<file path="config.mk">
export PLATFORM = sky130hd
export DESIGN_NAME = irq_ctl
export DESIGN_NICKNAME = d
export VERILOG_FILES = /design/src/shared/irq_ctl_pkg.sv /design/src/design/irq_ctl.sv
export VERILOG_INCLUDE_DIRS = /design/src /design/src/shared
export SDC_FILE = /design/constraint.sdc
export NUM_CORES = 1
export LEC_CHECK = 0
export ABC_AREA = 1
export BUFFER_PORTS_ARGS = -buffer_cell sky130_fd_sc_hd__buf_2
export CELL_PAD_IN_SITES_DETAIL_PLACEMENT = 0
export CELL_PAD_IN_SITES_GLOBAL_PLACEMENT = 2
export CORE_ASPECT_RATIO = 1.25
export CORE_UTILIZATION = 35
export CTS_BUF_LIST = sky130_fd_sc_hd__clkbuf_2 sky130_fd_sc_hd__clkbuf_4 sky130_fd_sc_hd__clkbuf_8
export CTS_CLUSTER_SIZE = 14
export DETAILED_ROUTE_END_ITERATION = 10
export GPL_TIMING_DRIVEN = 1
export HOLD_SLACK_MARGIN = 0.03
export PLACE_DENSITY_LB_ADDON = 0.1
export SLEW_MARGIN = 40
export SYNTH_ARGS = -nofsm -noshare
export SYNTH_HDL_FRONTEND = slang
export SYNTH_SLANG_ARGS = --single-unit
</file>
<file path="constraint.sdc">
create_clock -name clk -period 5.9 [get_ports clk]
set_input_delay 0.295 -clock clk [delete_from_list [all_inputs] [get_ports clk]]
set_output_delay 0.295 -clock clk [all_outputs]
set_load 0.005 [all_outputs]
</file>
<file path="src/shared/irq_ctl_defines.svh">
// Constants for the two-level interrupt controller: offsets, fields, resets, timing.
// Assumes inclusion by bare name from both the package and the design.
`ifndef IRQ_CTL_DEFINES_SVH
`define IRQ_CTL_DEFINES_SVH

// Source count and field positions.
`define IC_SRC_MAX 15
`define IC_PRIM_SRCS 7
`define IC_GIE_BIT 7

// Register byte offsets on the AXI4-Lite bus.
`define IC_OFF_PRIM_EN 8'h00
`define IC_OFF_EXT_EN 8'h04
`define IC_OFF_PRIM_PRI 8'h08
`define IC_OFF_EXT_PRI 8'h0c
`define IC_OFF_PEND 8'h10
`define IC_OFF_STATUS 8'h14

// Status register field positions.
`define IC_ST_BUSY_BIT 4
`define IC_ST_HOLD_BIT 5
`define IC_ST_ACTLO_BIT 6
`define IC_ST_ACTHI_BIT 7

// Reset values.
`define IC_RST_SRC 15'h0000
`define IC_RST_VEC 16'h0000

// Vectoring: detect takes one cycle, the long call four.
`define IC_CALL_CYCLES 4
`define IC_CALL_LAST 3'h3
`define IC_VEC_BASE 16'h0003

// AXI responses.
`define IC_RESP_OKAY 2'b00
`define IC_RESP_SLVERR 2'b10

`endif

</file>
<file path="src/shared/irq_ctl_pkg.sv">
// Types for the two-level interrupt controller.
// Assumes irq_ctl_defines.svh is on the include path.
`include "irq_ctl_defines.svh"

package irq_ctl_pkg;

  // Sequencer states.
  typedef enum logic [1:0] {
    ST_IDLE = 2'b00,
    ST_CALL = 2'b01
  } seq_state_e;

  // Whole state of the controller.
  typedef struct packed {
    seq_state_e st;
    logic [2:0] cnt;
    logic [3:0] src;
    logic [15:0] vec;
    logic [`IC_SRC_MAX-1:0] pend;
    logic [`IC_SRC_MAX-1:0] en;
    logic [`IC_SRC_MAX-1:0] pri;
    logic gie;
    logic act_lo;
    logic act_hi;
    logic hold;
    logic req;
    logic req_hi;
    logic [3:0] req_src;
    logic aw_ok;
    logic [7:0] aw_addr;
    logic w_ok;
    logic [31:0] wdata;
    logic [3:0] wstrb;
    logic bvalid;
    logic [1:0] bresp;
    logic rvalid;
    logic [31:0] rdata;
    logic [1:0] rresp;
  } ctl_state_s;

endpackage

</file>
<file path="src/design/irq_ctl.sv">
// Two-level interrupt controller with AXI4-Lite register access.
// Assumes the core pulses instr_done at each instruction boundary and return_from_interrupt_done on return.
//
// Functional notes
// - A source's valid event sets its pending flag.
// - Flags set regardless of enable state.
// - Request raised when a flag is set and its source is enabled.
// - At instruction end, long call to the source's fixed vector.
// - Return resumes the interrupted program; the core handles this.
// - Disabled sources are ignored; no vectoring happens.
// - Each source has its own enable, effective only with global enable.
// - Global enable low blocks all requests.
// - Some flags are cleared by hardware when vectoring.
// - Other flags stay set until software clears them.
// - Flag still set after return re-enters after one more instruction.
// - Many sources, each assignable to one of two priority levels.
// - High preempts low; high never preempted; default low.
// - Higher level first; ties resolved by fixed source order.
// - Sampled every cycle; one detect plus four call cycles.
// - Software writing a flag to one requests like hardware.
`timescale 1ns/10ps
`include "irq_ctl_defines.svh"

module irq_ctl #(
  parameter int NUM_SRC = 15,
  parameter logic [`IC_SRC_MAX-1:0] AUTO_CLR_MASK = 15'h000f
) (
  input wire logic clk,
  input wire logic rst,
  input wire logic [`IC_SRC_MAX-1:0] src_event,
  input wire logic instr_done,
  input wire logic return_from_interrupt_done,
  output logic irq_req,
  output logic long_call_busy,
  output logic [15:0] vector_addr,
  output logic [3:0] vector_src,
  input wire logic [7:0] s_axi_awaddr,
  input wire logic s_axi_awvalid,
  output logic s_axi_awready,
  input wire logic [31:0] s_axi_wdata,
  input wire logic [3:0] s_axi_wstrb,
  input wire logic s_axi_wvalid,
  output logic s_axi_wready,
  output logic [1:0] s_axi_bresp,
  output logic s_axi_bvalid,
  input wire logic s_axi_bready,
  input wire logic [7:0] s_axi_araddr,
  input wire logic s_axi_arvalid,
  output logic s_axi_arready,
  output logic [31:0] s_axi_rdata,
  output logic [1:0] s_axi_rresp,
  output logic s_axi_rvalid,
  input wire logic s_axi_rready
);

  localparam logic [`IC_SRC_MAX-1:0] SRC_MASK = `IC_SRC_MAX'((1 << NUM_SRC) - 1);

  // Refuse source counts the register layout cannot hold.
  if (NUM_SRC <= `IC_PRIM_SRCS || NUM_SRC > `IC_SRC_MAX) begin : g_bad_num_src
    $error("NUM_SRC must lie between 8 and 15");
  end

  irq_ctl_pkg::ctl_state_s q;
  irq_ctl_pkg::ctl_state_s d;
  logic [`IC_SRC_MAX-1:0] src_ev_m;
  logic [`IC_SRC_MAX-1:0] elig;
  logic [`IC_SRC_MAX-1:0] hi_e;
  logic [`IC_SRC_MAX-1:0] lo_e;
  logic [`IC_SRC_MAX-1:0] sw_pend;
  logic [`IC_SRC_MAX-1:0] hw_clr;
  logic [`IC_SRC_MAX-1:0] pend_nx;
  logic [31:0] lane_m;
  logic [31:0] wr_val;
  logic [7:0] wr_off;
  logic do_wr;
  logic pend_wr;
  logic start_call;
  logic [3:0] hi_src;
  logic [3:0] lo_src;

  ////////////////////////////////////////////////////////////////////////////////
  // Request qualification and priority decode.

  // Only events of implemented sources count.
  assign src_ev_m = src_event & SRC_MASK;

  // A flag requests only when its own enable and the global enable are both set.
  assign elig = q.pend & q.en & {`IC_SRC_MAX{q.gie}};
  assign hi_e = elig & q.pri;
  assign lo_e = elig & ~q.pri;

  // Lowest source index wins within a level.
  always_comb begin
    hi_src = 4'h0;
    lo_src = 4'h0;
    for (int i = `IC_SRC_MAX - 1; i >= 0; i--) begin
      if (hi_e[i]) begin
        hi_src = 4'(i);
      end
      if (lo_e[i]) begin
        lo_src = 4'(i);
      end
    end
  end

  ////////////////////////////////////////////////////////////////////////////////
  // Register write path.

  // Byte lanes from the write strobes.
  assign lane_m = {{8{q.wstrb[3]}}, {8{q.wstrb[2]}}, {8{q.wstrb[1]}}, {8{q.wstrb[0]}}};
  assign do_wr = q.aw_ok && q.w_ok && !q.bvalid;
  assign wr_off = {q.aw_addr[7:2], 2'b00};
  assign pend_wr = do_wr && (wr_off == `IC_OFF_PEND);
  assign wr_val = (32'(q.pend) & ~lane_m) | (q.wdata & lane_m);
  assign sw_pend = wr_val[`IC_SRC_MAX-1:0] & SRC_MASK;

  // Vectoring leaves the idle state at an instruction boundary, outside the re-entry hold.
  // The return itself is no further instruction, so it never vectors at its own edge.
  assign start_call = (q.st == irq_ctl_pkg::ST_IDLE) && q.req && instr_done && !q.hold &&
                      !return_from_interrupt_done;
  assign hw_clr = (start_call && AUTO_CLR_MASK[q.req_src]) ?
                  (`IC_SRC_MAX'(1) << q.req_src) : `IC_RST_SRC;

  ////////////////////////////////////////////////////////////////////////////////
  // Per-source pending flags: hardware set beats software write and hardware clear.

  for (genvar i = 0; i < `IC_SRC_MAX; i++) begin : g_pend
    assign pend_nx[i] = src_ev_m[i] ? 1'b1 :
                        pend_wr ? sw_pend[i] :
                        hw_clr[i] ? 1'b0 :
                        q.pend[i];
  end

  ////////////////////////////////////////////////////////////////////////////////
  // Next state for sequencer, registers and bus.

  always_comb begin
    d.st = q.st;
    d.pend = pend_nx;
    d.cnt = q.cnt;
    d.src = q.src;
    d.vec = q.vec;
    d.en = q.en;
    d.pri = q.pri;
    d.gie = q.gie;
    d.act_lo = q.act_lo;
    d.act_hi = q.act_hi;
    d.hold = q.hold;
    d.aw_ok = q.aw_ok;
    d.aw_addr = q.aw_addr;
    d.w_ok = q.w_ok;
    d.wdata = q.wdata;
    d.wstrb = q.wstrb;
    d.bvalid = q.bvalid;
    d.bresp = q.bresp;
    d.rvalid = q.rvalid;
    d.rdata = q.rdata;
    d.rresp = q.rresp;

    // Detect cycle: high requests unless a high routine runs; low only when none runs.
    d.req = (|hi_e && !q.act_hi) || (|lo_e && !q.act_lo && !q.act_hi);
    d.req_hi = |hi_e && !q.act_hi;
    d.req_src = d.req_hi ? hi_src : lo_src;

    // Long call sequence and return handling.
    unique case (q.st)
      irq_ctl_pkg::ST_IDLE: begin
        if (start_call) begin
          d.st = irq_ctl_pkg::ST_CALL;
          d.cnt = `IC_CALL_LAST;
          d.src = q.req_src;
          d.vec = `IC_VEC_BASE + {9'h000, q.req_src, 3'h0};
          if (q.req_hi) begin
            d.act_hi = 1'b1;
          end else begin
            d.act_lo = 1'b1;
          end
        end
      end
      irq_ctl_pkg::ST_CALL: begin
        d.cnt = q.cnt - 3'h1;
        if (q.cnt == 3'h0) begin
          d.st = irq_ctl_pkg::ST_IDLE;
        end
      end
    endcase

    // Return retires the running level and holds off re-entry for one instruction.
    if (return_from_interrupt_done) begin
      if (q.act_hi) begin
        d.act_hi = 1'b0;
      end else begin
        d.act_lo = 1'b0;
      end
      d.hold = 1'b1;
    end else if (instr_done) begin
      d.hold = 1'b0;
    end

    // Write address and data are taken independently.
    if (s_axi_awvalid && s_axi_awready) begin
      d.aw_ok = 1'b1;
      d.aw_addr = s_axi_awaddr;
    end
    if (s_axi_wvalid && s_axi_wready) begin
      d.w_ok = 1'b1;
      d.wdata = s_axi_wdata;
      d.wstrb = s_axi_wstrb;
    end

    // Register update once both halves are held.
    if (do_wr) begin
      d.aw_ok = 1'b0;
      d.w_ok = 1'b0;
      d.bvalid = 1'b1;
      d.bresp = `IC_RESP_OKAY;
      unique case (wr_off)
        `IC_OFF_PRIM_EN: begin
          d.gie = wr_val[`IC_GIE_BIT];
          d.en[`IC_PRIM_SRCS-1:0] = wr_val[`IC_PRIM_SRCS-1:0];
        end
        `IC_OFF_EXT_EN: begin
          d.en[`IC_SRC_MAX-1:`IC_PRIM_SRCS] = wr_val[7:0] & SRC_MASK[`IC_SRC_MAX-1:`IC_PRIM_SRCS];
        end
        `IC_OFF_PRIM_PRI: begin
          d.pri[`IC_PRIM_SRCS-1:0] = wr_val[`IC_PRIM_SRCS-1:0];
        end
        `IC_OFF_EXT_PRI: begin
          d.pri[`IC_SRC_MAX-1:`IC_PRIM_SRCS] = wr_val[7:0] & SRC_MASK[`IC_SRC_MAX-1:`IC_PRIM_SRCS];
        end
        `IC_OFF_PEND, `IC_OFF_STATUS: begin
        end
        default: begin
          d.bresp = `IC_RESP_SLVERR;
        end
      endcase
    end else if (q.bvalid && s_axi_bready) begin
      d.bvalid = 1'b0;
    end

    // Reads answer one cycle after the address is taken.
    if (s_axi_arvalid && s_axi_arready) begin
      d.rvalid = 1'b1;
      d.rresp = `IC_RESP_OKAY;
      d.rdata = 32'h0000_0000;
      unique case ({s_axi_araddr[7:2], 2'b00})
        `IC_OFF_PRIM_EN: begin
          d.rdata[`IC_GIE_BIT] = q.gie;
          d.rdata[`IC_PRIM_SRCS-1:0] = q.en[`IC_PRIM_SRCS-1:0];
        end
        `IC_OFF_EXT_EN: d.rdata[7:0] = 8'(q.en[`IC_SRC_MAX-1:`IC_PRIM_SRCS]);
        `IC_OFF_PRIM_PRI: d.rdata[`IC_PRIM_SRCS-1:0] = q.pri[`IC_PRIM_SRCS-1:0];
        `IC_OFF_EXT_PRI: d.rdata[7:0] = 8'(q.pri[`IC_SRC_MAX-1:`IC_PRIM_SRCS]);
        `IC_OFF_PEND: d.rdata[`IC_SRC_MAX-1:0] = q.pend;
        `IC_OFF_STATUS: begin
          d.rdata[3:0] = q.src;
          d.rdata[`IC_ST_BUSY_BIT] = (q.st == irq_ctl_pkg::ST_CALL);
          d.rdata[`IC_ST_HOLD_BIT] = q.hold;
          d.rdata[`IC_ST_ACTLO_BIT] = q.act_lo;
          d.rdata[`IC_ST_ACTHI_BIT] = q.act_hi;
        end
        default: d.rresp = `IC_RESP_SLVERR;
      endcase
    end else if (q.rvalid && s_axi_rready) begin
      d.rvalid = 1'b0;
    end
  end

  // State register; all control comes out of reset idle, disabled and low priority.
  always_ff @(posedge clk or posedge rst) begin
    if (rst) begin
      q <= '0;
    end else begin
      q <= d;
    end
  end

  ////////////////////////////////////////////////////////////////////////////////
  // Outputs.

  // Core-facing outputs come straight from the state register.
  assign irq_req = q.req;
  assign long_call_busy = (q.st == irq_ctl_pkg::ST_CALL);
  assign vector_addr = q.vec;
  assign vector_src = q.src;

  // Bus handshakes.
  assign s_axi_awready = !q.aw_ok && !q.bvalid;
  assign s_axi_wready = !q.w_ok && !q.bvalid;
  assign s_axi_bvalid = q.bvalid;
  assign s_axi_bresp = q.bresp;
  assign s_axi_arready = !q.rvalid;
  assign s_axi_rvalid = q.rvalid;
  assign s_axi_rdata = q.rdata;
  assign s_axi_rresp = q.rresp;

  ////////////////////////////////////////////////////////////////////////////////
  // Assertions.

  chk_event_sets_flag: assert property (@(posedge clk) disable iff (rst)
    (|src_ev_m) |=> ((q.pend & $past(src_ev_m)) == $past(src_ev_m)))
    else $error("event did not set its pending flag");

  chk_set_when_off: assert property (@(posedge clk) disable iff (rst)
    (!q.gie && src_ev_m[0]) |=> q.pend[0])
    else $error("flag of a disabled source not set");

  chk_req_raised: assert property (@(posedge clk) disable iff (rst)
    (|elig && !q.act_lo && !q.act_hi) |=> irq_req)
    else $error("enabled pending flag raised no request");

  chk_gie_blocks: assert property (@(posedge clk) disable iff (rst)
    (!q.gie) |=> !irq_req)
    else $error("request while global enable low");

  chk_off_ignored: assert property (@(posedge clk) disable iff (rst)
    ((q.en & q.pend) == `IC_RST_SRC) |=> !irq_req)
    else $error("disabled flag produced a request");

  chk_call_length: assert property (@(posedge clk) disable iff (rst)
    $rose(long_call_busy) |-> long_call_busy[*4] ##1 !long_call_busy)
    else $error("long call not four cycles");

  chk_call_start: assert property (@(posedge clk) disable iff (rst)
    start_call |=> (long_call_busy && vector_addr == `IC_VEC_BASE + {9'h000, vector_src, 3'h0}))
    else $error("vectoring did not start with the right address");

  chk_auto_clear: assert property (@(posedge clk) disable iff (rst)
    (start_call && AUTO_CLR_MASK[q.req_src] && !src_ev_m[q.req_src] && !pend_wr)
    |=> !q.pend[vector_src])
    else $error("auto-clear flag left set after vectoring");

  chk_return_from_interrupt_hold: assert property (@(posedge clk) disable iff (rst)
    (return_from_interrupt_done && q.st == irq_ctl_pkg::ST_IDLE) |=> !long_call_busy ##1 (q.hold || !long_call_busy))
    else $error("re-entry without one further instruction");

  chk_hi_no_preempt: assert property (@(posedge clk) disable iff (rst)
    $rose(long_call_busy) |-> !($past(q.act_hi)))
    else $error("high-priority routine preempted");

  chk_hw_wins: assert property (@(posedge clk) disable iff (rst)
    (pend_wr && src_ev_m[0] && !sw_pend[0]) |=> q.pend[0])
    else $error("software clear beat hardware set");

endmodule

</file>
==> run summary <==
The flow ran to the end, and the final reports show no timing, DRC or antenna violations. The initial utilization of the core area, before any placement, comes to 0.363. The fraction of registers with async set/reset is 1.00. The count of buffers added by post-CTS timing repair for setup came out at 0. The count of standard-cell rows is 51. The final worst-path cycle share came out at 0.355. The signal on the critical path passes through inv_1 -> nand2_1 -> nor2_1 -> and3_1 -> nand2_1 -> nor3_1 -> nor3_1 -> a211o_1. The number of maximum-capacitance constraint violations came out at 0. Setup repair after global routing left no endpoint under its margin.

The data arrival time at the worst-slack endpoint is around 2.4 ns. After the first detailed-routing iteration, the DRC count stood at 219. The floorplan step set the die width to 116 um. The number of instances in the synthesized netlist is 684. The cell count of the worst hold path is 2. For this run, the top clock speed supported by timing is between 0.4 and 0.5 GHz.

The number of global-route vias before repair is 4,344. The library cell contributing the largest single delay on the critical path is dfrtp_1. The total length of routed wires came out at about 15 mm.

The portion of the post-synthesis area used by sequential elements came out at 0.473. The worst-case setup slack after placement is 3.62 ns. The first-pass GRT wire length is 23.8 mm. The die covers 0.0168 mm^2. The clock tree skew after final layout is 0.0124 ns. The number of optimization iterations in the first detailed-route pass is 6. The number of register bits inferred by synthesis came out at 108. The overall power consumption is 2.24 mW. The global routing usage summed across all routing layers came out at 0.194. The post-detailed-route wirelength per cell is 15.8 um. The main flop type after synthesis is dfrtp_1. For the pin with the worst max-slew slack, the measured transition is 0.722 ns. The H-tree generated during clock tree synthesis spans 3 levels. The clock tree root buffer cell is clkbuf_8. The final core area utilization came out at 0.397. The global placement routability congestion came out at approximately 0.8. The filler cell count came out at 1,664. The kind of critical path is reg2reg. Dividing the detail-routed via count by the number of cells gives 4.69. The die extent in y is 145 um. The final layout net count came out at 818. In this run the tightest slew margin relative to its limit is 0.517. The total count of hold-check failures in the final report is 0. The total clock buffers created by CTS is 9. The Yosys warning count came out at 0. The number of cell instances on the worst register-to-register path came out at 8. The area growth from synthesis to final layout came out at 9.55%. The post-route DRC violation count came out at 0. The antenna diode count came out at 0.

The final-report setup violation count came out at 0. The initial antenna violation count came out at 0. The fraction of final layout cells with drive strength greater than 1 came out at 0.200.

The clock-pin slew reported for the worst setup and hold paths after clock tree synthesis came out at 0.11 ns. The mean instance size in the synthesized netlist is roughly 8.4 um^2. The tightest hold path in the finished design has a slack of 0.0745 ns. The I/O pin count is 139. The largest net degree at the start of global routing is 60.

The total negative slack came out at 0 ns. The worst setup path is launched from a flip-flop. The HPWL after detailed placement is 11.6 mm. The maximum fanout encountered on the critical timing path came out at 13. TritonCTS built the clock tree. Leaving out fill and tap cells, the most frequent cell in the layout is nand2_1. The overflow left after global routing is 0.

The worst setup path is captured at a flip-flop. The top cell types in the final layout, fill and taps aside, are nand2_1, dfrtp_1, inv_1. The placeable core area came out at 0.0158 mm^2.

The minimum clock period is 2.10 ns. The residual antenna-violating net count after detailed routing came out at 0. The later-pin clock latency in the skew report came out at 0.39 ns. The leakage power is 3.09 nW. The number of different library cells used by synthesis comes to 39. The worst voltage drop across the vdd grid came out at 0.193 mV.

Across all layers, the routed design uses 4,490 vias. For this run, the slowest stage of the critical path takes 0.44 ns. At the worst endpoint, the required time is 6.19 ns. The worst path meets setup with 3.80 ns of slack. The number of enable flip-flop cells after synthesis came out at 0.

For this design the ratio of total power to cell area is 358 mW/mm^2. The final max-slew violation count was 0. No sink is reached through more buffers than the 2 on the longest clock path. The worst min-delay path class is in2reg. The count of input and output buffers came out at 86. The mapped netlist covers 0.00571 mm^2. The number of clock sinks came out at 108.
==> flip-flops by register name, summed over array words and instances (netlist names) <==
name and cells:
s_axi_bresp 1, irq_req 1, lane_m 2, s_axi_bvalid 1, vector_src 4, s_axi_rresp 1
s_axi_rvalid 1, s_axi_rdata 15, q 81, vector_addr 1
==> cell usage after synthesis, types with 3 or more instances <==
master,n,area [um^2]
nand2_1,123,462
dfrtp_1,108,2700
inv_1,103,387
o21ai_0,65,325
nor2_1,58,218
buf_4,56,420
mux2_2,21,236
o22ai_1,21,131
nor3_1,17,85.1
a21oi_1,16,80.1
nand3_1,15,75.1
nand4_1,11,68.8
o21ai_1,9,45.0
o31ai_1,8,60.1
clkbuf_1,7,26.3
buf_2,6,30.0
nor2_2,4,25.0
a211o_1,3,26.3
nand3_2,3,30.0
nor4_1,3,18.8
o221ai_1,3,26.3
==> critical path, delay by kind of cell (launching register included) <==
kind / cells / cell delay, ns
compound gates: 1 / 0.23
simple gates: 6 / 1.15
buf+inv: 1 / 0.17
flops: 1 / 0.44
==> final timing paths <==
kind	from	to	slack (ns)
worst min-delay path	s_axi_bready	s_axi_bvalid$_DFFE_PP0P_	0.07
worst max register to register	q[162]$_DFFE_PP0P_	q[126]$_DFFE_PP0P_	3.80
max in group asynchronous	rst	q[116]$_DFFE_PP0P_	4.41
min in group asynchronous	rst	q[56]$_DFFE_PP0P_	0.51
worst min register to register	vector_addr[1]$_DFFE_PP0P_	vector_addr[1]$_DFFE_PP0P_	0.49
worst max-delay path	q[162]$_DFFE_PP0P_	q[126]$_DFFE_PP0P_	3.80
==> report_power, final <==
part	internal [mW]	switching, mW
logic	0.230	0.347
registers	0.950	0.183
clock network	0.247	0.282
==> metal layers <==
layer / vias to the layer above / global-route usage / routed length (um)
li1: 2244 / - / -
met1: 2112 / 0.255 / 6910
met2: 119 / 0.325 / 7270
met3: 15 / 0.0321 / 620
met4: 0 / 0.0634 / 273
met5: - / 0 / 0
==> what timing repair did <==
item | CTS | global route
hold endpoints to repair | 49 | 0
hold buffers | 1 | 0
resized for setup | 0 | 0
==> per-stage QoR <==
| step | std cells | area, um^2 |
|---|---|---|
| after floorplan | 712 | 5820 |
| after global placement | 939 | 6010 |
| after detailed placement | 939 | 6010 |
| after CTS | 956 | 6250 |
| after global routing | 957 | 6260 |
| final | 957 | 6260 |
==> layout make-up <==
| type | instances | area [um^2] | area share |
|---|---|---|---|
| sequential | 108 | 2700 | 0.432 |
| multi-input combinational | 425 | 2200 | 0.351 |
| timing repair buffer | 89 | 459 | 0.0734 |
| inverter | 107 | 407 | 0.0650 |
| tap | 212 | 265 | 0.0424 |
| clock buffer | 9 | 124 | 0.0198 |
| clock inverter | 7 | 105 | 0.0168 |
==> cells by family (layout without fill, tap and decap cells) <==
group | after synthesis | count (layout) | synth area share
buffers and inverters | 179 | 212 | 0.162
and+or+nand+nor | 244 | 244 | 0.191
other | 1 | 29 | 0.000656
muxes | 21 | 21 | 0.0414
adders and majority gates | 2 | 2 | 0.00438
AOI/OAI and AO/OA | 129 | 129 | 0.128
DFF | 108 | 108 | 0.473
Power figures use the tool's default switching activity.
